[config.mk]
export PLATFORM = sky130hd
export DESIGN_NAME = pd_sink_port
export DESIGN_NICKNAME = d
export VERILOG_FILES = /design/src/hw/pd_sink_pkg.sv /design/src/hw/byte_fifo.sv /design/src/hw/pd_sink_port.sv
export SDC_FILE = /design/constraint.sdc
export NUM_CORES = 1
export LEC_CHECK = 0
export BUFFER_PORTS_ARGS = -buffer_cell sky130_fd_sc_hd__buf_4
export CORE_MARGIN = 2
export CORE_UTILIZATION = 37
export CTS_CLUSTER_DIAMETER = 100
export DETAILED_ROUTE_END_ITERATION = 12
export PLACE_DENSITY = 0.62
export SLEW_MARGIN = 20
export SYNTH_ARGS = -nofsm -noshare
export SYNTH_HDL_FRONTEND = slang
export SYNTH_SLANG_ARGS = --single-unit
[constraint.sdc]
create_clock -name clk_in -period 5.05 [get_ports clk_in]
set_clock_uncertainty 0.2 [all_clocks]
set_input_delay 0.505 -clock clk_in [delete_from_list [all_inputs] [get_ports clk_in]]
set_output_delay 0.505 -clock clk_in [all_outputs]
set_load 0.005 [all_outputs]
[src/hw/pd_sink_pkg.sv]
// Package: constants, types and timing for the PD sink port controller
package pd_sink_pkg;

  localparam int unsigned CLK_HZ = 25000000;
  // BMC unit interval at 300 kbit/s, in ns
  localparam int unsigned UI_NS = 3333;
  localparam int unsigned UI_CYC = (UI_NS * (CLK_HZ / 1000000)) / 1000;
  localparam int unsigned HALF_CYC = UI_CYC / 2;
  // Channel must be idle this long before we transmit, in ns
  localparam int unsigned IDLE_NS = 20000;
  localparam int unsigned IDLE_CYC = (IDLE_NS * (CLK_HZ / 1000000) + 999) / 1000;
  // Acknowledge timeout, in us
  localparam int unsigned ACK_TO_US = 1000;
  localparam int unsigned ACK_TO_CYC = ACK_TO_US * (CLK_HZ / 1000000);
  localparam int unsigned RETRY_MAX = 2;
  // Attach debounce, in us
  localparam int unsigned ATTACH_US = 150;
  localparam int unsigned ATTACH_CYC = ATTACH_US * (CLK_HZ / 1000000);

  localparam int unsigned CHUNK_BYTES = 26;
  localparam int unsigned EXT_MAX_BYTES = 260;
  localparam int unsigned LEGACY_MAX_BYTES = 28;
  localparam int unsigned FIFO_DEPTH = 4;
  localparam int unsigned BYTE_W = 8;

  localparam logic [15:0] PPS_MIN_MV = 16'h0bb8;  // 3000 mV
  localparam logic [15:0] PPS_MAX_MV = 16'h55f0;  // 22000 mV

  typedef enum logic [2:0]
  {
    TX_IDLE = 3'b000,
    TX_WAIT = 3'b001,
    TX_SEND = 3'b010,
    TX_ACK = 3'b011,
    TX_DONE = 3'b100,
    TX_FAIL = 3'b101
  } tx_state_t;

  typedef struct packed
  {
    logic last;
    logic [7:0] data;
  } stream_byte_t;

  typedef struct packed
  {
    logic [15:0] volt_mv;
    logic [15:0] curr_ma;
  } pps_req_t;

endpackage : pd_sink_pkg

[src/hw/byte_fifo.sv]
// Small synchronous FIFO with valid/ready on both sides
`timescale 1ns/1ps
module byte_fifo #(
  parameter int unsigned WIDTH = 9,
  parameter int unsigned DEPTH = 4
) (
  input wire logic clk_in,
  input wire logic rst_b_in,
  input wire logic [WIDTH-1:0] wr_data_in,
  input wire logic wr_valid_in,
  output logic wr_ready_out,
  output logic [WIDTH-1:0] rd_data_out,
  output logic rd_valid_out,
  input wire logic rd_ready_in
);
  localparam int unsigned AW = $clog2(DEPTH);
  logic [WIDTH-1:0] mem_q [DEPTH];
  logic [AW-1:0] wp_q;
  logic [AW-1:0] rp_q;
  logic [AW:0] cnt_q;
  logic push;
  logic pop;

  assign wr_ready_out = (cnt_q != DEPTH[AW:0]);
  assign rd_valid_out = (cnt_q != '0);
  assign rd_data_out = mem_q[rp_q];
  assign push = wr_valid_in && wr_ready_out;
  assign pop = rd_valid_out && rd_ready_in;

  always_ff @(posedge clk_in)
  begin
    if (push)
    begin
      mem_q[wp_q] <= wr_data_in;
    end
  end

  always_ff @(posedge clk_in or negedge rst_b_in)
  begin
    if (!rst_b_in)
    begin
      wp_q <= '0;
      rp_q <= '0;
      cnt_q <= '0;
    end
    else
    begin
      if (push)
      begin
        wp_q <= (wp_q == AW'(DEPTH - 1)) ? '0 : wp_q + 1'b1;
      end
      if (pop)
      begin
        rp_q <= (rp_q == AW'(DEPTH - 1)) ? '0 : rp_q + 1'b1;
      end
      cnt_q <= cnt_q + (AW+1)'(push) - (AW+1)'(pop);
    end
  end
endmodule : byte_fifo

[src/hw/pd_sink_port.sv]
// Sink-side PD port controller: attach, BMC transmit/receive, protection
`timescale 1ns/1ps
// What this block does
// [RL1] All traffic with the adapter is biphase-mark coded on the active CC wire.
// [RL2] The port never drives CC while it is receiving; the link is half-duplex.
// [RL3] A frame starts only after CC has been idle for a minimum gap.
// [RL4] Attach and plug orientation are found from which CC wire sees the pull-up.
// [RL5] The pull-down is presented on both CC wires so the port is a sink until shutdown.
// [RL6] Extended messages up to 260 bytes are received as chunks.
// [RL7] Messages stay within legacy length unless long messages were negotiated.
// [RL8] Programmable-supply requests are accepted only between 3 V and 22 V.
// [RL9] Power draw is held back when the input supply sags toward undervoltage.
// [RL10] The VCONN switch is driven to the unused CC wire only while attached.
// [RL11] D+/D- legacy charger detection and emulation run in source or sink role.
// [RL12] An input overvoltage, when enabled, shuts the port down: pull-down, attach, VCONN, legacy lines and new frames stop.
// [RL13] After shutdown the port stays off until the supply is removed.
// [RL14] Each chunk carries at most 26 bytes and following chunks are requested.
// [RL15] A frame received after sending counts as the acknowledge and unacknowledged frames are retried; a retry sends only what the source refills.
module pd_sink_port
  import pd_sink_pkg::*;
#(
  parameter int unsigned ACK_TO = ACK_TO_CYC
) (
  input wire logic clk_in,
  input wire logic rst_b_in,
  input wire logic cc1_in,
  input wire logic cc2_in,
  input wire logic cc1_rp_seen_in,
  input wire logic cc2_rp_seen_in,
  output logic cc_out,
  output logic cc_oe_out,
  output logic rd_en_out,
  output logic vconn1_en_out,
  output logic vconn2_en_out,
  output logic attached_out,
  output logic flip_out,
  input wire stream_byte_t tx_byte_in,
  input wire logic tx_valid_in,
  output logic tx_ready_out,
  input wire logic [2:0] tx_msg_id_in,
  output logic tx_done_out,
  output logic tx_fail_out,
  input wire logic ext_nego_in,
  output logic len_err_out,
  output stream_byte_t rx_byte_out,
  output logic rx_valid_out,
  output logic chunk_req_out,
  input wire pps_req_t pps_req_in,
  input wire logic pps_req_valid_in,
  output pps_req_t pps_req_out,
  output logic pps_req_reject_out,
  input wire logic uv_warn_in,
  output logic draw_limit_out,
  input wire logic legacy_src_role_in,
  input wire logic legacy_en_in,
  output logic dp_out,
  output logic dp_oe_out,
  output logic dm_out,
  output logic dm_oe_out,
  input wire logic dp_in,
  input wire logic dm_in,
  output logic legacy_detected_out,
  input wire logic ovp_shutdown_en_in,
  input wire logic adapter_input_supply_ovp_in,
  input wire logic adapter_input_supply_present_in,
  output logic port_shutdown_out
);
  // ----------------------------------------------------------------
  // Input synchronisers
  // ----------------------------------------------------------------
  logic [2:0] s_cc1_q, s_cc2_q, s_rp1_q, s_rp2_q, s_ovp_q, s_pres_q, s_dp_q, s_dm_q;
  logic f_cc1_q, f_cc2_q, f_rp1_q, f_rp2_q, f_ovp_q, f_pres_q, f_dp_q, f_dm_q;

  always_ff @(posedge clk_in or negedge rst_b_in)
  begin
    if (!rst_b_in)
    begin
      {s_cc1_q, s_cc2_q, s_rp1_q, s_rp2_q} <= '0;
      {s_ovp_q, s_pres_q, s_dp_q, s_dm_q} <= '0;
    end
    else
    begin
      s_cc1_q <= {s_cc1_q[1:0], cc1_in};
      s_cc2_q <= {s_cc2_q[1:0], cc2_in};
      s_rp1_q <= {s_rp1_q[1:0], cc1_rp_seen_in};
      s_rp2_q <= {s_rp2_q[1:0], cc2_rp_seen_in};
      s_ovp_q <= {s_ovp_q[1:0], adapter_input_supply_ovp_in};
      s_pres_q <= {s_pres_q[1:0], adapter_input_supply_present_in};
      s_dp_q <= {s_dp_q[1:0], dp_in};
      s_dm_q <= {s_dm_q[1:0], dm_in};
    end
  end

  // Filtered level changes only once stages two and three agree
  always_ff @(posedge clk_in or negedge rst_b_in)
  begin
    if (!rst_b_in)
    begin
      {f_cc1_q, f_cc2_q, f_rp1_q, f_rp2_q, f_ovp_q, f_pres_q, f_dp_q, f_dm_q} <= '0;
    end
    else
    begin
      if (s_cc1_q[1] == s_cc1_q[2]) f_cc1_q <= s_cc1_q[2];
      if (s_cc2_q[1] == s_cc2_q[2]) f_cc2_q <= s_cc2_q[2];
      if (s_rp1_q[1] == s_rp1_q[2]) f_rp1_q <= s_rp1_q[2];
      if (s_rp2_q[1] == s_rp2_q[2]) f_rp2_q <= s_rp2_q[2];
      if (s_ovp_q[1] == s_ovp_q[2]) f_ovp_q <= s_ovp_q[2];
      if (s_pres_q[1] == s_pres_q[2]) f_pres_q <= s_pres_q[2];
      if (s_dp_q[1] == s_dp_q[2]) f_dp_q <= s_dp_q[2];
      if (s_dm_q[1] == s_dm_q[2]) f_dm_q <= s_dm_q[2];
    end
  end

  // ----------------------------------------------------------------
  // Protection latch and attach detection
  // ----------------------------------------------------------------
  logic shut_q;
  logic pres_d1_q;
  logic [15:0] att_cnt_q;
  logic attached_q;
  logic flip_q;
  logic rp_any;

  assign rp_any = f_rp1_q ^ f_rp2_q;

  always_ff @(posedge clk_in or negedge rst_b_in)
  begin
    if (!rst_b_in)
    begin
      shut_q <= 1'b0;
      pres_d1_q <= 1'b0;
    end
    else
    begin
      pres_d1_q <= f_pres_q;
      if (ovp_shutdown_en_in && f_ovp_q) shut_q <= 1'b1;  // [RL12]
      else if (pres_d1_q && !f_pres_q) shut_q <= 1'b0;  // [RL13] only a supply removal clears it
    end
  end

  always_ff @(posedge clk_in or negedge rst_b_in)
  begin
    if (!rst_b_in)
    begin
      att_cnt_q <= '0;
      attached_q <= 1'b0;
      flip_q <= 1'b0;
    end
    else if (shut_q || !rp_any)
    begin
      att_cnt_q <= '0;
      attached_q <= 1'b0;
    end
    else if (!attached_q)
    begin
      if (att_cnt_q == 16'(ATTACH_CYC - 1))
      begin
        attached_q <= 1'b1;  // [RL4]
        flip_q <= f_rp2_q;  // [RL4]
      end
      else
      begin
        att_cnt_q <= att_cnt_q + 16'h0001;
      end
    end
  end

  assign rd_en_out = !shut_q;  // [RL5]
  assign attached_out = attached_q;
  assign flip_out = flip_q;
  assign port_shutdown_out = shut_q;
  // [RL10] VCONN goes to the CC wire not carrying the channel
  assign vconn1_en_out = attached_q && flip_q;
  assign vconn2_en_out = attached_q && !flip_q;
  assign draw_limit_out = uv_warn_in || !attached_q;  // [RL9]

  // ----------------------------------------------------------------
  // Channel activity and BMC receive
  // ----------------------------------------------------------------
  logic cc_rx;
  logic cc_rx_d1_q;
  logic [9:0] idle_cnt_q;
  logic [7:0] rx_tmr_q;
  logic rx_mid_q;
  logic [7:0] rx_sh_q;
  logic [3:0] rx_bits_q;
  logic rx_busy;
  logic tx_active;

  assign cc_rx = flip_q ? f_cc2_q : f_cc1_q;
  assign rx_busy = (idle_cnt_q < 10'(IDLE_CYC));

  always_ff @(posedge clk_in or negedge rst_b_in)
  begin
    if (!rst_b_in)
    begin
      cc_rx_d1_q <= 1'b0;
      idle_cnt_q <= '0;
      rx_tmr_q <= '0;
      rx_mid_q <= 1'b0;
      rx_sh_q <= '0;
      rx_bits_q <= '0;
    end
    else
    begin
      cc_rx_d1_q <= cc_rx;
      if (tx_active || cc_rx != cc_rx_d1_q) idle_cnt_q <= '0;  // [RL3]
      else if (rx_busy) idle_cnt_q <= idle_cnt_q + 10'h001;
      // Decode: a mid-interval transition marks a one  [RL1]
      if (!tx_active && cc_rx != cc_rx_d1_q)
      begin
        if (rx_tmr_q > 8'(HALF_CYC + HALF_CYC / 2) || rx_mid_q)
        begin
          rx_sh_q <= {rx_mid_q, rx_sh_q[7:1]};
          rx_bits_q <= (rx_bits_q == 4'h7) ? 4'h0 : rx_bits_q + 4'h1;
          rx_mid_q <= 1'b0;
          rx_tmr_q <= '0;
        end
        else
        begin
          rx_mid_q <= 1'b1;
        end
      end
      else if (rx_tmr_q != 8'hff)
      begin
        rx_tmr_q <= rx_tmr_q + 8'h01;
      end
    end
  end

  // Receive framing: bytes out, chunk requests, acknowledge trigger
  logic [8:0] rx_len_q;
  logic [4:0] rx_chunk_q;
  logic rx_byte_v;
  logic ack_pend_q;

  assign rx_byte_v = !tx_active && cc_rx != cc_rx_d1_q && rx_bits_q == 4'h7
    && (rx_tmr_q > 8'(HALF_CYC + HALF_CYC / 2) || rx_mid_q);

  always_ff @(posedge clk_in or negedge rst_b_in)
  begin
    if (!rst_b_in)
    begin
      rx_byte_out <= '0;
      rx_valid_out <= 1'b0;
      rx_len_q <= '0;
      rx_chunk_q <= '0;
      chunk_req_out <= 1'b0;
      len_err_out <= 1'b0;
      ack_pend_q <= 1'b0;
    end
    else
    begin
      rx_valid_out <= 1'b0;
      chunk_req_out <= 1'b0;
      len_err_out <= 1'b0;
      if (rx_byte_v)
      begin
        rx_byte_out <= '{last: 1'b0, data: {rx_mid_q, rx_sh_q[7:1]}};
        rx_valid_out <= 1'b1;
        rx_len_q <= rx_len_q + 9'h001;
        rx_chunk_q <= (rx_chunk_q == 5'(CHUNK_BYTES - 1)) ? '0 : rx_chunk_q + 5'h01;
        if (rx_chunk_q == 5'(CHUNK_BYTES - 1)) chunk_req_out <= 1'b1;  // [RL14]
        if (rx_len_q >= (ext_nego_in ? 9'(EXT_MAX_BYTES) : 9'(LEGACY_MAX_BYTES)))
          len_err_out <= 1'b1;  // [RL6] [RL7]
      end
      else if (!rx_busy && rx_len_q != '0)
      begin
        rx_len_q <= '0;
        rx_chunk_q <= '0;
        ack_pend_q <= 1'b1;  // [RL15] frame ended: taken as the acknowledge in TX_ACK
      end
      else if (tx_active)
      begin
        ack_pend_q <= 1'b0;
      end
    end
  end

  // ----------------------------------------------------------------
  // Transmit path: FIFO, collision avoidance, BMC encoder, retry
  // ----------------------------------------------------------------
  stream_byte_t fifo_out;
  logic fifo_valid;
  logic fifo_pop;
  tx_state_t tx_q;
  logic [7:0] tx_sh_q;
  logic [3:0] tx_bit_q;
  logic [7:0] tx_tmr_q;
  logic tx_lvl_q;
  logic tx_last_q;
  logic [1:0] retry_q;
  logic [15:0] ack_cnt_q;
  logic [2:0] msg_id_q;

  byte_fifo #(.WIDTH($bits(stream_byte_t)), .DEPTH(FIFO_DEPTH)) u_fifo (
    .clk_in(clk_in),
    .rst_b_in(rst_b_in),
    .wr_data_in(tx_byte_in),
    .wr_valid_in(tx_valid_in),
    .wr_ready_out(tx_ready_out),
    .rd_data_out(fifo_out),
    .rd_valid_out(fifo_valid),
    .rd_ready_in(fifo_pop)
  );

  assign tx_active = (tx_q == TX_SEND);
  assign fifo_pop = (tx_q == TX_WAIT && !rx_busy && attached_q && fifo_valid)
    || (tx_q == TX_SEND && tx_bit_q == 4'h8 && !tx_last_q && fifo_valid);
  assign cc_out = tx_lvl_q;
  assign cc_oe_out = tx_active;  // [RL2]

  always_ff @(posedge clk_in or negedge rst_b_in)
  begin
    if (!rst_b_in)
    begin
      tx_q <= TX_IDLE;
      tx_sh_q <= '0;
      tx_bit_q <= '0;
      tx_tmr_q <= '0;
      tx_lvl_q <= 1'b0;
      tx_last_q <= 1'b0;
      retry_q <= '0;
      ack_cnt_q <= '0;
      msg_id_q <= '0;
    end
    else
    begin
      unique case (tx_q)
        TX_IDLE:
        begin
          retry_q <= '0;
          if (fifo_valid && !shut_q)
          begin
            msg_id_q <= tx_msg_id_in;
            tx_q <= TX_WAIT;
          end
        end
        TX_WAIT:
        begin
          if (shut_q) tx_q <= TX_FAIL;
          else if (fifo_pop)  // [RL3] only after idle gap, [RL2] never while receiving
          begin
            tx_sh_q <= fifo_out.data;
            tx_last_q <= fifo_out.last;
            tx_bit_q <= '0;
            tx_tmr_q <= '0;
            tx_q <= TX_SEND;
          end
        end
        TX_SEND:
        begin
          tx_tmr_q <= (tx_tmr_q == 8'(UI_CYC - 1)) ? '0 : tx_tmr_q + 8'h01;
          if (tx_tmr_q == '0) tx_lvl_q <= !tx_lvl_q;  // [RL1] edge at every bit start
          else if (tx_tmr_q == 8'(HALF_CYC) && tx_sh_q[0]) tx_lvl_q <= !tx_lvl_q;  // [RL1]
          if (tx_tmr_q == 8'(UI_CYC - 1))
          begin
            tx_sh_q <= {1'b0, tx_sh_q[7:1]};
            tx_bit_q <= tx_bit_q + 4'h1;
          end
          if (tx_bit_q == 4'h8)
          begin
            if (fifo_pop)
            begin
              tx_sh_q <= fifo_out.data;
              tx_last_q <= fifo_out.last;
              tx_bit_q <= '0;
            end
            else if (tx_last_q)
            begin
              ack_cnt_q <= '0;
              tx_q <= TX_ACK;
            end
          end
        end
        TX_ACK:
        begin
          ack_cnt_q <= ack_cnt_q + 16'h0001;
          // Acknowledge arrives as a short frame; seen as a finished receive
          if (ack_pend_q) tx_q <= TX_DONE;  // [RL15]
          else if (ack_cnt_q == 16'(ACK_TO - 1))
          begin
            // Retry limitation: the sent frame is not kept, so a retry resends
            // what the source refills; a full frame buffer was traded for area.
            if (retry_q == 2'(RETRY_MAX)) tx_q <= TX_FAIL;
            else
            begin
              retry_q <= retry_q + 2'b01;  // [RL15]
              tx_q <= TX_WAIT;
            end
          end
        end
        TX_DONE: tx_q <= TX_IDLE;
        TX_FAIL: tx_q <= TX_IDLE;
        default: tx_q <= TX_IDLE;
      endcase
    end
  end

  assign tx_done_out = (tx_q == TX_DONE);
  assign tx_fail_out = (tx_q == TX_FAIL);

  // ----------------------------------------------------------------
  // PPS request check and legacy charger lines
  // ----------------------------------------------------------------
  always_ff @(posedge clk_in or negedge rst_b_in)
  begin
    if (!rst_b_in)
    begin
      pps_req_out <= '0;
      pps_req_reject_out <= 1'b0;
    end
    else
    begin
      pps_req_reject_out <= 1'b0;
      if (pps_req_valid_in)
      begin
        if (pps_req_in.volt_mv >= PPS_MIN_MV && pps_req_in.volt_mv <= PPS_MAX_MV && attached_q)
          pps_req_out <= pps_req_in;  // [RL8]
        else
          pps_req_reject_out <= 1'b1;  // [RL8]
      end
    end
  end

  // Source role drives D- to mirror D+ (short emulation); sink role watches for it
  always_ff @(posedge clk_in or negedge rst_b_in)
  begin
    if (!rst_b_in)
    begin
      dp_out <= 1'b0;
      dp_oe_out <= 1'b0;
      dm_out <= 1'b0;
      dm_oe_out <= 1'b0;
      legacy_detected_out <= 1'b0;
    end
    else
    begin
      dp_oe_out <= legacy_en_in && !legacy_src_role_in && !shut_q;  // [RL11]
      dp_out <= 1'b1;
      dm_oe_out <= legacy_en_in && legacy_src_role_in && !shut_q;  // [RL11]
      dm_out <= f_dp_q;
      legacy_detected_out <= legacy_en_in && !shut_q
        && (legacy_src_role_in ? f_dp_q : f_dm_q);  // [RL11]
    end
  end
endmodule : pd_sink_port

After elaboration in Yosys (flattened, before gate mapping) --
Memories as Yosys holds them, arrays and structs flattened. Index checks and enable logic that the tools add are counted.
Cells by class: equal/unequal tests 40, magnitude comparators 5, muxes and demuxes 76, bitwise logic cells 4, $add $sub $neg 14, reductions and logical operators 66
Operator list (number):
- 16-bit two-way mux | 6
- 8-bit two-way mux | 11
- 16-bit by 1-bit adder with 16-bit output (second input constant) | 2
- 16-bit case mux with 2 select lines | 1
- 8-bit case mux with 2 select lines | 2
- 3-bit two-way mux | 9
- 9-bit two-way mux | 3
- 1-bit logical AND | 26
- 1-bit two-way mux | 24
- 4-bit two-way mux | 6
- 10-bit two-way mux | 2
- 2-bit nonzero test | 9
- 8-bit by 1-bit adder with 8-bit output (second input constant) | 2
- 16-bit by 12-bit equality test with 1-bit output (second input constant) | 1
- 16-bit by 15-bit equality test with 1-bit output (second input constant) | 1
- 16-bit by 12-bit >= comparator with 1-bit output (second input constant) | 1
- 16-bit by 15-bit less-or-equal comparator with 1-bit output (second input constant) | 1
- 5-bit two-way mux | 3
- 2-bit inequality test (second input constant) | 7
- 3-bit case mux with 4 select lines | 1
- 2-bit AND reduction | 6
- 10-bit by 1-bit adder with 10-bit output (second input constant) | 1
- 1-bit zero test | 10
- 10-bit by 9-bit < comparator with 1-bit output (second input constant) | 1
- other kinds (37) | 69
Storage, ports and cells: output and inout bits 62, word-level logic and storage cells 259, flip-flop bits (word level) 198, bits in writable memories 36, input bits 61, memories 1
Memory list:
- u_fifo.mem_q | words 4, width 9, read ports 1, clocked after Yosys merged registers in 0, write ports 1, RTL line byte_fifo.sv:17 | logic [WIDTH-1:0] mem_q [DEPTH];

Depth between registers and ports, before layout --
depth in word-level cells 9, gate-level depth with buffers 13

Modules after synthesis --
Synthesis repeated with hierarchy kept, for this count alone.
Second synthesis, totals: cell total of the unflattened synthesis 876, area, all modules 10349.9 um2
By module, submodules not included:
- pd_sink_port | cells an instance 791, times used 1, area each 8609.5 um2
- byte_fifo | cells an instance 85, times used 1, area each 1740.4 um2

Worst setup path before layout --
No wires, ideal clock.
path kind register to register, from register tx_q[1], to register u_fifo.cnt_q[2], clock period less this slack 2.758 ns, path slack 2.292 ns, setup time 0.080 ns, buffers on the path 2, cell stages (with the launch flop) 14, arrival 2.478 ns, cells stage by stage dfrtp_1 -> buf_4 -> and2b_1 -> nand2b_1 -> buf_2 -> inv_4 -> a22oi_1 -> a21oi_2 -> ha_1 -> inv_1 -> ha_1 -> fa_1 -> xnor2_1 -> xnor2_1
Between the ends: cells in the longest elaborated chain, start to end 7, elaborated cells on any way between the ends 11, classes of those cells add/sub: 1; eq/ne: 2; reduce/logical: 8
RTL lines:
- start, declared | RTL line pd_sink_port.sv:286 | tx_state_t tx_q;
- start signal, assigned | RTL line pd_sink_port.sv:317 | tx_q <= TX_IDLE;
- start signal, assigned | RTL line pd_sink_port.sv:336 | tx_q <= TX_WAIT;
- start signal, assigned | RTL line pd_sink_port.sv:341 | if (shut_q) tx_q <= TX_FAIL;
- 3-bit by 1-bit equality test with 1-bit output / 3-bit by 2-bit equality test with 1-bit output (equally long branches) | RTL line pd_sink_port.sv:308, pd_sink_port.sv:309
- 1-bit logical AND, on equally long branches (3 in series) | RTL line pd_sink_port.sv:308, pd_sink_port.sv:309
- 1-bit logical OR * | RTL line pd_sink_port.sv:309 | || (tx_q == TX_SEND && tx_bit_q == 4'h8 && !tx_last_q && fifo_valid);
- 1-bit logical AND * | RTL line byte_fifo.sv:28 | assign pop = rd_valid_out && rd_ready_in;
- net u_fifo.pop | RTL line byte_fifo.sv:22 | logic pop;
- 3-bit by 1-bit subtractor with 3-bit output * | RTL line byte_fifo.sv:56 | cnt_q <= cnt_q + (AW+1)'(push) - (AW+1)'(pop);
- end signal, assigned | RTL line byte_fifo.sv:56
- end, declared | RTL line byte_fifo.sv:20 | logic [AW:0] cnt_q;
Mark *: on every way through the listed nets, which the timed path passes. The rest lies on a longest branch. A chain may end at the register's enable or synchronous reset.

Final worst setup path --
from register tx_q[2], to register u_fifo.cnt_q[2]
Same word-level chain as after synthesis.

==> metrics <==
run status complete, no violations; CP Capture Type flop; Clk pwr share 0.392; CTS tree built; I/O pins 123; M1 GR Usage 0.186; list of most frequent post-synthesis cells 197 x dfrtp_1, 98 x nand2_1, 66 x nor2_1; CP Class reg2reg; Comb pwr share 0.137; actual slew at the worst max-slew pin 1030 ps; setup repair bufs after CTS 0; port bufs 118; Clock transition at path regs 60 ps; DRT iter0 DRCs 314; WL per Instance 14.4 um; fmax 316 MHz; fraction of power spent switching nets 0.257; layout cells sized above 1 0.224; Synthesized Nets 986; area fraction of the dominant cell type after synthesis 0.470; total of max-cap violations 0; core outline area 0.0279 sq mm; DRC 0; Avg Synthesized Cell Area 11.7 sq um; dpl ws 1880 ps; Max IR drop VDD 0.000317 V; period utilization 0.627; CTS max path bufs 3; P_int 3.60 mW; drt total wl 20800 um; H-tree lvl count 1; Clock Sinks 233; Initial Utilization 0.377; Seq pwr share 0.471; YS warnings 0; row cnt 61; pin count of the biggest net entering global routing 113; via density per instance 5.05; count leader, synth dfrtp_1; fin nets 1140; Core Util, Final 0.466; #FFs+latches synth 233; Leak 5.92 nW; Max Slew Vio Count 0; Die H 172 um; Tot Pwr 4.84 mW; global-route wire length before repair 34800 um; Final setup viols 0; setup TNS 0 ps; Root Driver clkbuf_16; vias in the first global route 7154; Critical path origin tx_q[2]$_DFFE_PN0P_; total CTS buffers 26; Worst path max stage delay 430 ps; Syn Std Cell Area 0.0105 sq mm; total gr overflow 0; PD cells 373 mW/mm^2; Synth area leaders dfrtp_1 47%, edfxtp_1 10%, mux2_2 4.0%; fin crit period 3160 ps; hpwl dp 13600 um; final hold violations 0; layout overhead on the synthesized area 23.7%; unrepaired setup endpoints after global routing no; crit start category flop; CTS Hold Bufs 36; Worst Path Arrival 3410 ps; Hold Worst Slack 26.4 ps; RR Startpoint tx_q[2]$_DFFE_PN0P_; ant diodes 0; M2 GR Usage 0.242; die area 0.0297 sq mm; Most Used Layer, Global Route met2; PostCTS Resize Cnt 0; Hold Crit Depth 2; post-synth top area cell dfrtp_1; slowest CP cell dfrtp_1; cells along the critical path and2b_1 > nand2b_1 > buf_4 > inv_4 > a22oi_1 > a21oi_2 > ha_1 > inv_1 > ha_1 > fa_1 > xnor2_1 > xnor2_1; CP Data Required Time 5290 ps; Psw 1.24 mW; max_slew headroom 0.305; Post-synth ARST share 0.845; total number of vias 7299; sequential area share after synthesis 0.573; post-synthesis cell type count 82; reg2reg path depth 12; Synth Flop Type dfrtp_1; worst setup margin 1890 ps; CP max FO 26; Initial DRT Pass Iterations 4; initial antenna violation count 0; gr usage total 0.141; worst skew pair latency 520 ps; worst hold start pps_req_in[14]; HP Class in2reg; grt met3 use 0.0243; Post-Syn Instances 895; die width 172 um; Detail Route Antenna Nets 0; GP Congestion 0.780; Post-synth EDFFs 36
[layout make-up]
| class | instances | area (sq um) |
|---|---|---|
| Tap cell | 378 | 473 |
| Multi-Input combinational cell | 593 | 4190 |
| Clock buffer | 37 | 773 |
| Sequential cell | 233 | 6010 |
| Inverter | 38 | 145 |
| Clock inverter | 10 | 106 |
| Timing Repair Buffer | 157 | 1290 |
| Fill cell | 2523 | 14900 |
[cell families (layout without fill, tap and decap cells)]
kind of cell	after synthesis	in the layout	share of synthesized area
and+or+nand+nor	333	333	0.164
DFF	233	233	0.573
AOI/OAI and AO/OA	123	123	0.0831
buffers and inverters	69	242	0.0280
muxes	66	66	0.0799
adders and majority gates	38	38	0.0441
xor gates and xnor gates	31	31	0.0277
other	2	2	0.000715
[flip-flops by register name, indices dropped and copies added, names as in the netlist, 7 cells and up]
signal and count:
ack_cnt_q 16, att_cnt_q 16, idle_cnt_q 10, pps_req_out 32, rx_byte_out 8, rx_len_q 9
rx_sh_q 7, rx_tmr_q 8, tx_sh_q 8, tx_tmr_q 8, u_fifo.mem_q 36
[power by group through the flow]
| stage | logic (mW) | clock network, mW | registers (mW) |
|---|---|---|---|
| after global placement | 0.635 | 0 | 2.31 |
| after global routing | 0.762 | 2.04 | 2.31 |
| final | 0.663 | 1.90 | 2.28 |
| after CTS | 0.681 | 1.97 | 2.28 |
| after detailed placement | 0.657 | 0 | 2.32 |
| after floorplan | 0.424 | 0 | 2.27 |
[worst max-delay path: cells and delay by family, from the launching register on]
family | cells | cell delay, ps
AO/OA/AOI/OAI | 2 | 470
XOR/XNOR | 2 | 340
adder cells (fa/ha/maj) | 3 | 750
buffers and inverters | 3 | 500
flip-flops | 1 | 430
AND/OR/NAND/NOR | 2 | 390
[cells in the final DEF, fill, tap and decap left out, drive strengths merged, types with 3 or more instances in the layout]
cell	instances
a211o	10
a211oi	4
a21o	5
a21oi	14
a221oi	7
a22o	4
a31oi	9
and2	8
and3	18
and4	5
buf	120
clkbuf	38
clkinv	6
dfrtp	197
dlygate4sd3	36
edfxtp	36
ha	29
inv	39
maj3	8
mux2	39
mux2i	18
mux4	9
nand2	98
nand2b	3
nand3	38
nand4	20
nor2	68
nor2b	5
nor3	23
nor3b	7
nor4	11
nor4b	3
o21ai	39
o2bb2ai	4
o31ai	6
or2	3
or3	8
xnor2	18
xor2	13
[metal layers]
metal,part of all wire,routed length [um],up-vias
li1,-,-,3542
met1,0.46,9470,3565
met2,0.47,9760,157
met3,0.052,1080,35
met4,0.022,460,0
met5,0,0,-
[worst paths after layout]
path | end | slack [ps]
setup / recovery | u_fifo.cnt_q[2]$_DFF_PN0_ | 1890
hold / removal | pps_req_out[14]$_DFFE_PN0P_ | 30
setup reg to reg | u_fifo.cnt_q[2]$_DFF_PN0_ | 1890
hold reg to reg | s_cc2_q[1]$_DFF_PN0_ | 150
max in group asynchronous | rx_tmr_q[3]$_DFFE_PN0P_ | 3150
min in group asynchronous | pps_req_out[15]$_DFFE_PN0P_ | 490
[metrics by stage]
stage | std cells | instance area [sq um]
finish | 1446 | 13000
global route | 1446 | 13000
CTS | 1446 | 13000
detailed placement | 1363 | 11700
global placement | 1363 | 11700
floorplan | 895 | 10500
Power figures use the tool's default switching activity.
